$ cat config.mk
export PLATFORM = sky130hd
export DESIGN_NAME = iesb_banks
export DESIGN_NICKNAME = d
export VERILOG_FILES = /design/src/common/iesb_pkg.sv /design/src/common/iesb_vec_if.sv /design/src/rtl/iesb_banks.sv /design/src/rtl/iesb_encoder.sv
export VERILOG_INCLUDE_DIRS = /design/src /design/src/common
export SDC_FILE = /design/constraint.sdc
export NUM_CORES = 1
export LEC_CHECK = 0
export ABC_CLOCK_PERIOD_IN_PS = 1800
export BUFFER_PORTS_ARGS = -buffer_cell sky130_fd_sc_hd__buf_2
export CAP_MARGIN = 30
export CORE_MARGIN = 3
export CORE_UTILIZATION = 49
export CTS_CLUSTER_SIZE = 10
export DETAILED_ROUTE_END_ITERATION = 16
export PLACE_DENSITY = 0.82
export RECOVER_POWER = 100
export SLEW_MARGIN = 25
export SYNTH_ARGS = -nofsm -noshare
export SYNTH_HDL_FRONTEND = slang
export SYNTH_HIERARCHICAL = 1
export SYNTH_SLANG_ARGS = --single-unit
$ cat constraint.sdc
create_clock -name pclk -period 1.8 [get_ports pclk]
set_input_delay 0.09 -clock pclk [delete_from_list [all_inputs] [get_ports pclk]]
set_output_delay 0.09 -clock pclk [all_outputs]
set_load 0.05 [all_outputs]
$ cat src/common/iesb_defs.svh
// Offsets, reset values, vector base and unused source number for the enable/status banks
// Notes on behaviour
// - Low bank enable register, 16 bits read/write, resets to all ones.
// - Low bank enable bit n gates source n; one enables, zero blocks.
// - Low bank enable bit 0 has no effect on any request.
// - Low bank status register, 16 bits read-only, shows active sources 1 to 15.
// - Status shows raw requests regardless of enable bits.
// - Low bank status bits 15 down to 1 follow sources 15 down to 1.
// - Low bank status bit 0 always returns a fixed value.
// - Mid bank enable register gates sources 16 to 31, resets to all ones.
// - Mid bank status register, read-only, shows active sources 16 to 31.
// - Only active and enabled requests reach the encoder; highest wins, source 0 is 10h.
`ifndef IESB_DEFS_SVH
`define IESB_DEFS_SVH
`define IESB_OFS_EN_LOW 12'h000
`define IESB_OFS_ACT_LOW 12'h004
`define IESB_OFS_EN_MID 12'h008
`define IESB_OFS_ACT_MID 12'h00c
`define IESB_OFS_EVT_STAT 12'h010
`define IESB_OFS_EVT_MASK 12'h014
`define IESB_OFS_VECTOR 12'h018
`define IESB_EN_RESET 16'hffff
`define IESB_VEC_BASE 8'h10
`define IESB_UNUSED_SRC 0
`endif

$ cat src/common/iesb_pkg.sv
// Types shared by the enable/status bank modules
`default_nettype none
package iesb_pkg;
   typedef logic [15:0] iesb_half_t;
   typedef logic [31:0] iesb_word_t;
   typedef enum logic [1:0] {IESB_IDLE, IESB_SETUP, IESB_ACCESS} iesb_phase_e;
endpackage : iesb_pkg
`default_nettype wire

$ cat src/common/iesb_vec_if.sv
// Enabled-pending vector passed from the banks to the encoder
`default_nettype none
interface iesb_vec_if;
   logic [31:0] pend;
   logic [7:0] vector;
   logic any;
   modport banks (output pend, input vector, input any);
   modport enc (input pend, output vector, output any);
endinterface : iesb_vec_if
`default_nettype wire

$ cat src/rtl/iesb_banks.sv
// Enable and status banks for sources 1 to 31 with APB access and event interrupt
//
// The APB interface to the registers and the placing of the registers were left to the implementer.
`default_nettype none
`include "iesb_defs.svh"
module iesb_banks #(
   parameter int unsigned ADDR_W = 12
) (
   // Clock and reset
   input wire logic pclk,
   input wire logic presetn,
   // APB slave
   input wire logic psel,
   input wire logic penable,
   input wire logic pwrite,
   input wire logic [ADDR_W-1:0] paddr,
   input wire logic [31:0] pwdata,
   output logic [31:0] prdata,
   output logic pready,
   output logic pslverr,
   // Request lines, source 0 unused
   input wire logic [31:0] irq_req,
   // Enabled-pending vector to the encoder
   output logic [31:0] irq_pend,
   output logic [7:0] irq_vector,
   output logic irq_any,
   // Interrupt out
   output logic irq_out
);
   iesb_vec_if vec ();

   iesb_encoder u_enc (
      .pclk(pclk),
      .presetn(presetn),
      .vec(vec)
   );

   iesb_pkg::iesb_half_t en_low_q;
   iesb_pkg::iesb_half_t en_mid_q;
   logic [1:0] evt_stat_q;
   logic [1:0] evt_mask_q;
   logic [31:0] prdata_q;
   logic pslverr_q;
   logic any_prev_q;

   function automatic logic addr_is(input logic [ADDR_W-1:0] a, input logic [11:0] ofs);
      return a == ADDR_W'(ofs);
   endfunction : addr_is

   wire logic acc_w = psel & penable;
   wire logic wr_w = acc_w & pwrite;
   wire logic rd_w = acc_w & ~pwrite;
   wire logic sel_en_low = addr_is(paddr, `IESB_OFS_EN_LOW);
   wire logic sel_act_low = addr_is(paddr, `IESB_OFS_ACT_LOW);
   wire logic sel_en_mid = addr_is(paddr, `IESB_OFS_EN_MID);
   wire logic sel_act_mid = addr_is(paddr, `IESB_OFS_ACT_MID);
   wire logic sel_stat = addr_is(paddr, `IESB_OFS_EVT_STAT);
   wire logic sel_mask = addr_is(paddr, `IESB_OFS_EVT_MASK);
   wire logic sel_vec = addr_is(paddr, `IESB_OFS_VECTOR);
   wire logic mapped_w = sel_en_low | sel_act_low | sel_en_mid | sel_act_mid |
      sel_stat | sel_mask | sel_vec;

   // Raw status, bit 0 forced low since that source is not wired
   wire iesb_pkg::iesb_half_t act_low_w = {irq_req[15:1], 1'b0};
   wire iesb_pkg::iesb_half_t act_mid_w = irq_req[31:16];
   // Enable bit 0 of the low bank is masked off here
   wire iesb_pkg::iesb_half_t gate_low_w = {en_low_q[15:1], 1'b0};
   wire logic [31:0] pend_w = {act_mid_w & en_mid_q, act_low_w & gate_low_w};

   assign vec.pend = pend_w;

   // Events: pending set goes from empty to non-empty, or all pending requests vanish
   wire logic [1:0] evt_w = {any_prev_q & ~vec.any, ~any_prev_q & vec.any};
   wire logic [1:0] clr_w = (wr_w & sel_stat) ? pwdata[1:0] : 2'b00;

   logic [31:0] rd_mux_w;
   always_comb begin
      rd_mux_w = 32'h0000_0000;
      if (sel_en_low) begin
         rd_mux_w = {16'h0000, en_low_q};
      end else if (sel_act_low) begin
         rd_mux_w = {16'h0000, act_low_w};
      end else if (sel_en_mid) begin
         rd_mux_w = {16'h0000, en_mid_q};
      end else if (sel_act_mid) begin
         rd_mux_w = {16'h0000, act_mid_w};
      end else if (sel_stat) begin
         rd_mux_w = {30'h0, evt_stat_q};
      end else if (sel_mask) begin
         rd_mux_w = {30'h0, evt_mask_q};
      end else if (sel_vec) begin
         rd_mux_w = {24'h0, vec.vector};
      end
   end

   always_ff @(posedge pclk or negedge presetn) begin
      if (!presetn) begin
         en_low_q <= `IESB_EN_RESET;
         en_mid_q <= `IESB_EN_RESET;
      end else if (wr_w & sel_en_low) begin
         en_low_q <= pwdata[15:0];
      end else if (wr_w & sel_en_mid) begin
         en_mid_q <= pwdata[15:0];
      end
   end

   // Set wins over a clear in the same cycle
   always_ff @(posedge pclk or negedge presetn) begin
      if (!presetn) begin
         evt_stat_q <= 2'b00;
         evt_mask_q <= 2'b00;
         any_prev_q <= 1'b0;
      end else begin
         evt_stat_q <= (evt_stat_q & ~clr_w) | evt_w;
         any_prev_q <= vec.any;
         if (wr_w & sel_mask) begin
            evt_mask_q <= pwdata[1:0];
         end
      end
   end

   // Read data registered at the edge that ends the setup phase; zero-wait answer
   always_ff @(posedge pclk or negedge presetn) begin
      if (!presetn) begin
         prdata_q <= 32'h0000_0000;
         pslverr_q <= 1'b0;
      end else if (psel & ~penable) begin
         prdata_q <= pwrite ? 32'h0000_0000 : rd_mux_w;
         pslverr_q <= ~mapped_w;
      end
   end

   assign prdata = prdata_q;
   assign pready = 1'b1;
   assign pslverr = acc_w & pslverr_q;
   assign irq_pend = pend_w;
   assign irq_vector = vec.vector;
   assign irq_any = vec.any;
   assign irq_out = |(evt_stat_q & evt_mask_q);
endmodule : iesb_banks
`default_nettype wire

$ cat src/rtl/iesb_encoder.sv
// Fixed-priority encoder over the enabled-pending vector
`default_nettype none
`include "iesb_defs.svh"
module iesb_encoder (
   // Clock and reset
   input wire logic pclk,
   input wire logic presetn,
   // Pending vector in, vector out
   iesb_vec_if.enc vec
);
   function automatic logic [4:0] top_index(input logic [31:0] p);
      logic [4:0] idx;
      idx = 5'h00;
      for (int i = 0; i < 32; i++) begin
         if (p[i]) begin
            idx = 5'(i);
         end
      end
      return idx;
   endfunction : top_index

   wire logic [4:0] top_w = top_index(vec.pend);
   logic [7:0] vector_q;
   logic any_q;

   // Registered so a read sees a settled value
   always_ff @(posedge pclk or negedge presetn) begin
      if (!presetn) begin
         vector_q <= `IESB_VEC_BASE;
         any_q <= 1'b0;
      end else begin
         vector_q <= `IESB_VEC_BASE + {3'h0, top_w};
         any_q <= |vec.pend;
      end
   end
   assign vec.vector = vector_q;
   assign vec.any = any_q;
endmodule : iesb_encoder
`default_nettype wire

==> Yosys cells after proc, flatten, opt, wreduce, memory -nomap -nowiden <==
Index checks and enable logic that the tools add are counted.
{ "op_classes": {"n_addsub": 1, "n_eq_ne": 6, "n_mux": 40, "bitwise": 27, "reduce_logical": 4} }
{ "ops": {"columns": ["operator", "n"], "rows": [
  ["$mux 5", 30],
  ["$mux 16", 4],
  ["$eq 12x5->1 const B", 3],
  ["$and 16x16->16", 2],
  ["$mux 32", 1],
  ["$reduce_or 32->1", 1],
  ["$eq 12x4->1 const B", 2],
  ["$mux 8", 3],
  ["$eq 12x3->1 const B", 1],
  ["$logic_not 12->1", 1],
  ["$and 1x1->1", 10],
  ["$add 5x5->6 const A", 1],
  ["$or 1x1->1", 6],
  ["$not 1->1", 5],
  ["$and 2x2->2", 2],
  ["$mux 2", 1],
  ["$not 2->2", 1],
  ["$or 2x2->2", 1],
  ["$reduce_and 2->1", 1],
  ["$reduce_or 2->1", 1],
  ["$mux 1", 1]
]} }
{ "word_totals": {"register_bits": 79, "in_bits": 81, "out_inout_bits": 76, "elab_cells": 87} }

==> Depth between registers and ports, before layout <==
Gate-level depths: netlist of run 1.
{ "logic_depth": {"depth_word": 33, "ltp_mapped": 7, "mapped_depth_nobuf": 6} }

==> By module <==
Netlist of run 1, hierarchy kept.
{ "modules_own_cells": {"columns": ["mod", "instances", "cells_per_inst", "area_each_um2", "seq_area_each_um2"], "rows": [
  ["iesb_banks", 1, 298, 3195.6, 1391.3],
  ["iesb_encoder", 1, 75, 530.5, 176.4]
]} }

==> Worst setup path after synthesis of run 1 <==
OpenSTA, ideal clock, no wires.
{ "synth_path": {"path_kind": "reg2reg", "startpoint": "register en_low_q[5]", "endpoint": "register u_enc.vector_q[0] (netlist: u_enc/vec.vector[0])", "arrival_ns": 1.796, "path_slack_ns": -0.074, "path_stages_with_launch": 7, "period_less_slack_ns": 1.874, "path_cell_list": "dfstp_2 and2_1 nor2_1 a221o_1 a21oi_1 o221ai_1 a21oi_1"} }
{ "synth_via": {"elab_chain_len": 29} }
{ "synth_lines": {"columns": ["element", "line", "rtl"], "rows": [
  ["from (decl)", "iesb_banks.sv:38", "iesb_pkg::iesb_half_t en_low_q;"],
  ["from (signal assigned)", "iesb_banks.sv:98", "en_low_q <= `IESB_EN_RESET;"],
  ["from (signal assigned)", "iesb_banks.sv:101", "en_low_q <= pwdata[15:0];"],
  ["$and 16x16->16", "iesb_banks.sv:68", "wire logic [31:0] pend_w = {act_mid_w & en_mid_q, act_low_w & gate_low_w};"],
  ["net irq_pend[5]", "iesb_banks.sv:24", "output logic [31:0] irq_pend,"],
  ["$mux 5 (27 in a row)", "iesb_encoder.sv:15", "if (p[i]) begin"],
  ["net u_enc.top_w[0]", "iesb_encoder.sv:22", "wire logic [4:0] top_w = top_index(vec.pend);"],
  ["$add 5x5->6 (no source line)", null, null],
  ["to (signal assigned)", "iesb_encoder.sv:29", "vector_q <= `IESB_VEC_BASE;"],
  ["to (signal assigned)", "iesb_encoder.sv:32", "vector_q <= `IESB_VEC_BASE + {3'h0, top_w};"],
  ["to (decl)", "iesb_encoder.sv:23", "logic [7:0] vector_q;"]
]} }
The timed path passes the listed nets, and every way through them passes these cells.
A chain may end at the register's enable or synchronous reset.

==> Worst setup path in the final report of run 1 <==
{ "layout_path": {"startpoint": "register en_low_q[12]", "endpoint": "register u_enc.vector_q[2] (netlist: u_enc/vec.vector[2])"} }
{ "layout_via": {"elab_chain_len": 22} }
{ "layout_lines": {"columns": ["element", "line"], "rows": [
  ["$and 16x16->16", "iesb_banks.sv:68"],
  ["$mux 5 (20 in a row)", "iesb_encoder.sv:15"],
  ["net u_enc.top_w[2]", "iesb_encoder.sv:22"],
  ["$add 5x5->6 (no source line)", null]
]} }
The timed path passes the listed nets, and every way through them passes these cells.

==> metrics.txt, run 1 <==
drt first-iter violations 370; Yosys top cell by area sky130_fd_sc_hd__dfstp_2; count of fill cells added during filler insertion 670; total routing usage reported by global routing 26.7%; Max-slew headroom 10.7%; Layout Area Growth over Synthesis 25.8%; clock skew after layout 8.52 ps; Place WS 75.7 ps; Syn. warnings 6; kind of capture point of the worst setup path register; synthesized area divided by synthesized cell count 9.99 um^2; wire length of the first global-routing pass 17,600 um; area share of the largest cell type after synthesis 23.3%; global route total overflow 0; share of the clock period used by the worst path 97.1%; number of port buffers 119; die area 8690 um^2; # nets final 595; Total Power 3.16 mW; gpl congestion 0.915; I/O pin count 157; CP Cell Sequence and2_1 > or4_4 > o21bai_1 > a21boi_1 > o21ai_1; number of antenna violations at the first check in global routing 0; Post-Syn Area 3730 um^2; Fin. Hold Viols 0; clock insertion delay at the later pin of the skew report 340 ps; final-report setup violation count 0; slew at the pin with the worst max-slew slack 1340 ps; dominant cells by area after synthesis sky130_fd_sc_hd__dfstp_2 (23%), sky130_fd_sc_hd__dfrtp_1 (19%), sky130_fd_sc_hd__mux2_2 (7.9%); top-count cell post-synth sky130_fd_sc_hd__dfstp_2; residual antenna-violating net count after detailed routing 0; number of flops mapped to enable cells by yosys 0; setup repair bufs after CTS 0; Clock Sink Count 61; number of iterations in the first detailed-routing pass 7; final wirelength 11,400 um; number of buffers inserted during clock tree synthesis 9; Pwr Density 675 nW/um^2; number of global-route vias before repair 3,344; gate count of the mapped netlist 373; worst ir drop on vdd 0.506 mV; horizontal extent of the die 93.2 um; post-DR wirelength/cell 18.4 um; most numerous cell types in the synthesized netlist sky130_fd_sc_hd__dfstp_2 (33), sky130_fd_sc_hd__and2_1 (32), sky130_fd_sc_hd__nand2_1 (29); drc violations 0; async set-or-reset flop fraction in the synthesized netlist 100%; type of element launching the critical path register; Main synth FF type sky130_fd_sc_hd__dfstp_2; Antenna Diode Count 0; die span in y 93.2 um; unrepaired setup endpoints after global routing true; via count of the routed design 3,473; Static Leak 2.19 nW; Max Fanout on Critical Path 4; share of final-layout standard cells stronger than drive strength 1 35.3%; maximum number of pins on one net before global-route repair 62; root buffer cell sky130_fd_sc_hd__clkbuf_8; worst hold margin 20.1 ps; data required time of the critical path 2000 ps; core area 7330 um^2; CTS tree done; Min-Delay Path Class input port to register; max-cap violations 0; library cells used by synthesis 52; setup slack of the critical path after layout 51.9 ps; post-detail-place hpwl 8760 um; Bufs on Longest Clock Path 2; worst setup path category register to register; max-slew violations 0; Starting Density 50.8%; flip-flop and latch count after synthesis 61; Fin Setup TNS 0 ps; number of levels the H-tree was split into 3; highest achievable clock rate 572 MHz; Final Core Density 63.9%; Period minus WS final 1750 ps; Worst EP arrival 1950 ps; post-synthesis sequential area ratio 42.1%; Std-Cell Rows 31; result of the run finished clean; clock transition at the registers of the reported paths 70 ps; slowest library cell on the worst path sky130_fd_sc_hd__or4_4; Crit path largest cell delay 560 ps; vias per std cell 5.62
==> cells in the final DEF (no fill, tap or decap), drive strengths merged, types with 4 or more instances in the layout <==
cell | synthesis | final
nor3 | 8 | 8
a22oi | 8 | 8
o2bb2ai | 6 | 6
dfrtp | 28 | 28
nor2 | 18 | 18
nand3b | 5 | 5
conb | 3 | 21
a31oi | 7 | 7
dfstp | 33 | 33
mux2i | 14 | 14
nand3 | 4 | 4
buf | 28 | 78
a21oi | 12 | 12
dlygate4sd3 | 0 | 14
nand2b | 5 | 5
or3 | 4 | 4
o21a | 6 | 6
nand2 | 29 | 29
o221ai | 6 | 6
nand4 | 5 | 5
inv | 9 | 9
mux2 | 36 | 36
nor4 | 10 | 10
and2 | 32 | 32
clkbuf | 9 | 68
o21ai | 23 | 23
==> power by group <==
| group | internal [mW] | switching [mW] | total (mW) | leakage (nW) |
|---|---|---|---|---|
| Combinational | 0.129 | 0.266 | 0.395 | 1.36 |
| Clock | 0.851 | 0.528 | 1.38 | 0.116 |
| Sequential | 1.38 | 0.00529 | 1.39 | 0.714 |
| Total | 2.36 | 0.799 | 3.16 | 2.19 |
==> registers in the layout, summed over array words and instances (netlist names) <==
name and flops:
u_enc/vec.vector 6, any_prev_q 1, prdata 16, evt_stat_q 2, evt_mask_q 2, en_mid_q 16, pslverr_q 1, u_enc/vec.any 1
en_low_q 16
==> path summary, 6_finish.rpt <==
path                                           from                            end  slack (ps)  cells past startpoint
max                        en_low_q[12]$_DFFE_PN1P_  u_enc/vec.vector[2]$_DFF_PN0_          50                      5
min                                       pwdata[3]        en_mid_q[3]$_DFFE_PN1P_          20                      2
max reg2reg                en_low_q[12]$_DFFE_PN1P_  u_enc/vec.vector[2]$_DFF_PN0_          50                      5
min reg2reg                 u_enc/vec.any$_DFF_PN0_           any_prev_q$_DFF_PN0_         460                      0
max in group asynchronous                   presetn          prdata[0]$_DFFE_PN0P_         250                      3
min in group asynchronous                   presetn  u_enc/vec.vector[0]$_DFF_PN0_         750                      3
==> cells by family after synthesis <==
family,after synthesis,synth area share (%)
AND/OR/NAND/NOR,130,19.6
buffers and inverters,46,7.42
multiplexers,50,15.6
flip-flops,61,42.1
AO/OA/AOI/OAI,83,14.9
other,3,0.302
==> metal layers <==
metal	up-vias	track usage (%)	share of wire [%]
met1	1674	36.8	41
met2	178	42.8	49
li1	1599	-	-
met3	22	3.70	8.0
met5	-	0	0
met4	0	10.0	1.9
==> critical path, delay by kind of cell, from the launching register on <==
family / cells / cell delay (ps)
AND/OR/NAND/NOR: 2 / 750
flip-flops: 1 / 390
AO/OA/AOI/OAI: 3 / 460
==> cell type report <==
type | count | area [um^2] | area share [%]
inverters | 9 | 33.8 | 0.721
well taps | 99 | 124 | 2.64
repair buffers | 149 | 833 | 17.8
clock inverters | 4 | 70.1 | 1.49
multi-input cells | 284 | 1900 | 40.6
flip-flops and latches | 61 | 1570 | 33.4
clock buffers | 12 | 155 | 3.31
==> repair_timing <==
action	CTS	global route
endpoints found under the hold margin	48	0
setup endpoints to repair	0	1
gates resized for setup	0	1
hold buffers	14	0
==> metrics by stage <==
stage	std cells	area, um^2
floorplan	391	3800
detailed placement	588	4450
global placement	588	4450
CTS	618	4810
finish	618	4690
global route	618	4690
(Power assumes the default switching activity.)
==> run 2: changes to the inputs <==
--- a/config.mk
+++ b/config.mk
@@ -14,5 +14,5 @@
 export CTS_CLUSTER_SIZE = 10
 export DETAILED_ROUTE_END_ITERATION = 16
-export PLACE_DENSITY = 0.82
+export PLACE_DENSITY_LB_ADDON = 0.08
 export RECOVER_POWER = 100
 export SLEW_MARGIN = 25
==> constraint.sdc (replaced) <==
create_clock -name pclk -period 1.8 [get_ports pclk]
set_input_delay 0.18 -clock pclk [delete_from_list [all_inputs] [get_ports pclk]]
set_output_delay 0.18 -clock pclk [all_outputs]
set_load 0.05 [all_outputs]
==> run 2 against run 1 <==
- first-iteration DRC count is 59% lower
- global-route usage is 0.63 points higher
- die area unchanged
==> metrics.txt, run 2 (synthesis gave the netlist of run 1 again) <==
worst reg2reg path depth 5; Max Fanout on Critical Path 11; drc violations 0; # nets final 603; post-detail-place hpwl 8840 um; highest achievable clock rate 564 MHz; core area 7330 um^2; power share of the combinational group 12.9%; Layout Area Growth over Synthesis 24.9%; Max-slew headroom 43.8%; Net Sw Power 0.837 mW; share of final-layout standard cells stronger than drive strength 1 38.7%; maximum number of pins on one net before global-route repair 62; cell area after layout 4660 um^2; root buffer cell sky130_fd_sc_hd__clkbuf_8; internal power component 2.17 mW; global route total overflow 0; Starting Density 50.8%; number of global-route vias before repair 3,418; count of fill cells added during filler insertion 676; kind of capture point of the worst setup path register; Most Used Layer, Global Route met2; max-cap violations 0; drt first-iter violations 150; worst hold margin 72.9 ps; Clock Sink Count 61; sequential share of power 46.2%; type of element launching the critical path input port; cell area after placement 4590 um^2; vias per std cell 5.48; die span in y 93.2 um; commonest cells after routing, fill and taps aside sky130_fd_sc_hd__buf_2 (61), sky130_fd_sc_hd__clkbuf_1 (36), sky130_fd_sc_hd__dfstp_2 (33), sky130_fd_sc_hd__clkbuf_2 (33), sky130_fd_sc_hd__nand2_1 (29); worst setup path category input port to register; clock transition at the registers of the reported paths 70 ps; slew at the pin with the worst max-slew slack 843 ps; final wirelength 11,600 um; horizontal extent of the die 93.2 um; final-report setup violation count 0; Fin. Hold Viols 0; worst ir drop on vdd 0.394 mV; wire length of the first global-routing pass 18,200 um; number of port buffers 119; clock insertion delay at the later pin of the skew report 340 ps; total routing usage reported by global routing 27.3%; launching point of the worst reg2reg path en_low_q[12]$_DFFE_PN1P_; number of buffers inserted during clock tree synthesis 9; instance count after placement with tap cells included 609; Switching Fraction 27.9%; met1 track utilization from global routing 37.8%; number of antenna violations at the first check in global routing 0; gpl congestion 0.882; leading cell type in the layout, fill and taps excluded sky130_fd_sc_hd__buf_2; r2r setup slk 70 ps; Clock power frac 40.9%; number of levels the H-tree was split into 3; via count of the routed design 3,433; max-slew violations 0; post-DR wirelength/cell 18.5 um; Antenna Diode Count 0; Std-Cell Rows 31; Period minus WS final 1770 ps; worst setup path endpoint en_low_q[3]$_DFFE_PN1P_; unrepaired setup endpoints after global routing false; data required time of the critical path 2060 ps; Static Leak 2.22 nW; Worst EP arrival 2030 ps; r2r endpoint u_enc/vec.vector[2]$_DFF_PN0_; number of iterations in the first detailed-routing pass 4; non-filler instance count after layout 626; share of the clock period used by the worst path 98.4%; CTS tree done; setup repair bufs after CTS 0; routing usage on met3 5.55%; first element of the critical path paddr[3]; clock skew after layout 8.23 ps; Bufs on Longest Clock Path 2; hold-critical path depth 2; result of the run finished clean; Pwr Density 646 nW/um^2; residual antenna-violating net count after detailed routing 0; die area 8690 um^2; met2 track demand over resource in global routing 43.7%; Min-Delay Path Class input port to register; Final Core Density 63.5%; I/O pin count 157
## run 2: changes by cell type in the layout (fill, tap and decap cells not counted), moves of 2 or more
| cell | previous run | this run |
|---|---|---|
| sky130_fd_sc_hd__buf_4 | 9 | 23 |
| sky130_fd_sc_hd__dlygate4sd3_1 | 14 | 1 |
| sky130_fd_sc_hd__clkbuf_2 | 22 | 33 |
| sky130_fd_sc_hd__buf_2 | 67 | 61 |
| sky130_fd_sc_hd__clkbuf_4 | 0 | 2 |
| sky130_fd_sc_hd__clkinv_2 | 2 | 4 |
## run 2: power groups by stage
stage / clock (mW) / sequential [mW] / combinational [mW]
final: 1.23 / 1.39 / 0.388
after global routing: 1.31 / 1.39 / 0.419
after CTS: 1.26 / 1.39 / 0.397
after detailed placement: 0 / 1.41 / 0.394
after global placement: 0 / 1.41 / 0.392
after floorplan: 0 / 1.42 / 0.241
## run 2: per-stage QoR
stage | setup WS, ps | TNS, ps | total power [mW]
2_1_floorplan | 13.7 | 0 | 1.66
3_3_place_gp | 40.9 | 0 | 1.80
3_5_place_dp | -16.7 | -31.0 | 1.80
4_1_cts | 90.3 | 0 | 3.04
5_1_grt | 7.76 | 0 | 3.12
6_report | 28.2 | 0 | 3.01
## run 2: area by class of cell
| type | count | area (um^2) | share of cell area [%] |
|---|---|---|---|
| clock buffer | 11 | 141 | 3.04 |
| clock inverter | 5 | 50.0 | 1.07 |
| tap | 99 | 124 | 2.66 |
| timing repair buffer | 157 | 832 | 17.9 |
| multi-input combinational | 284 | 1910 | 41.0 |
| inverter | 9 | 33.8 | 0.726 |
| sequential | 61 | 1570 | 33.7 |
## run 2: worst min-delay path by stage
stage / endpoint / startpoint / slack [ps]
floorplan: any_prev_q$_DFF_PN0_ / presetn / -120
global placement: prdata[10]$_DFFE_PN0P_ / presetn / 210
detailed placement: prdata[10]$_DFFE_PN0P_ / presetn / 210
CTS: en_mid_q[10]$_DFFE_PN1P_ / pwdata[10] / 70
global route: en_mid_q[8]$_DFFE_PN1P_ / pwdata[8] / 60
finish: en_mid_q[9]$_DFFE_PN1P_ / pwdata[9] / 70
## run 2: repair_timing
action,CTS,global route
hold buffers,1,0
endpoints found under the setup margin,0,1
endpoints found under the hold margin,28,0
gates resized for setup,0,1
## run 2: routing by layer
layer | share of wire, % | vias up
li1 | - | 1617
met2 | 47 | 144
met4 | 1.4 | 0
met3 | 7.1 | 11
met5 | 0 | -
met1 | 44 | 1661
## run 2: worst max-delay path, cell delays in order
cell,delay (ps)
sky130_fd_sc_hd__clkbuf_1,150
sky130_fd_sc_hd__or3_1,450
sky130_fd_sc_hd__clkbuf_1,160
sky130_fd_sc_hd__nor2_1,150
sky130_fd_sc_hd__dlymetal6s2s_1,520
sky130_fd_sc_hd__mux2_2,410
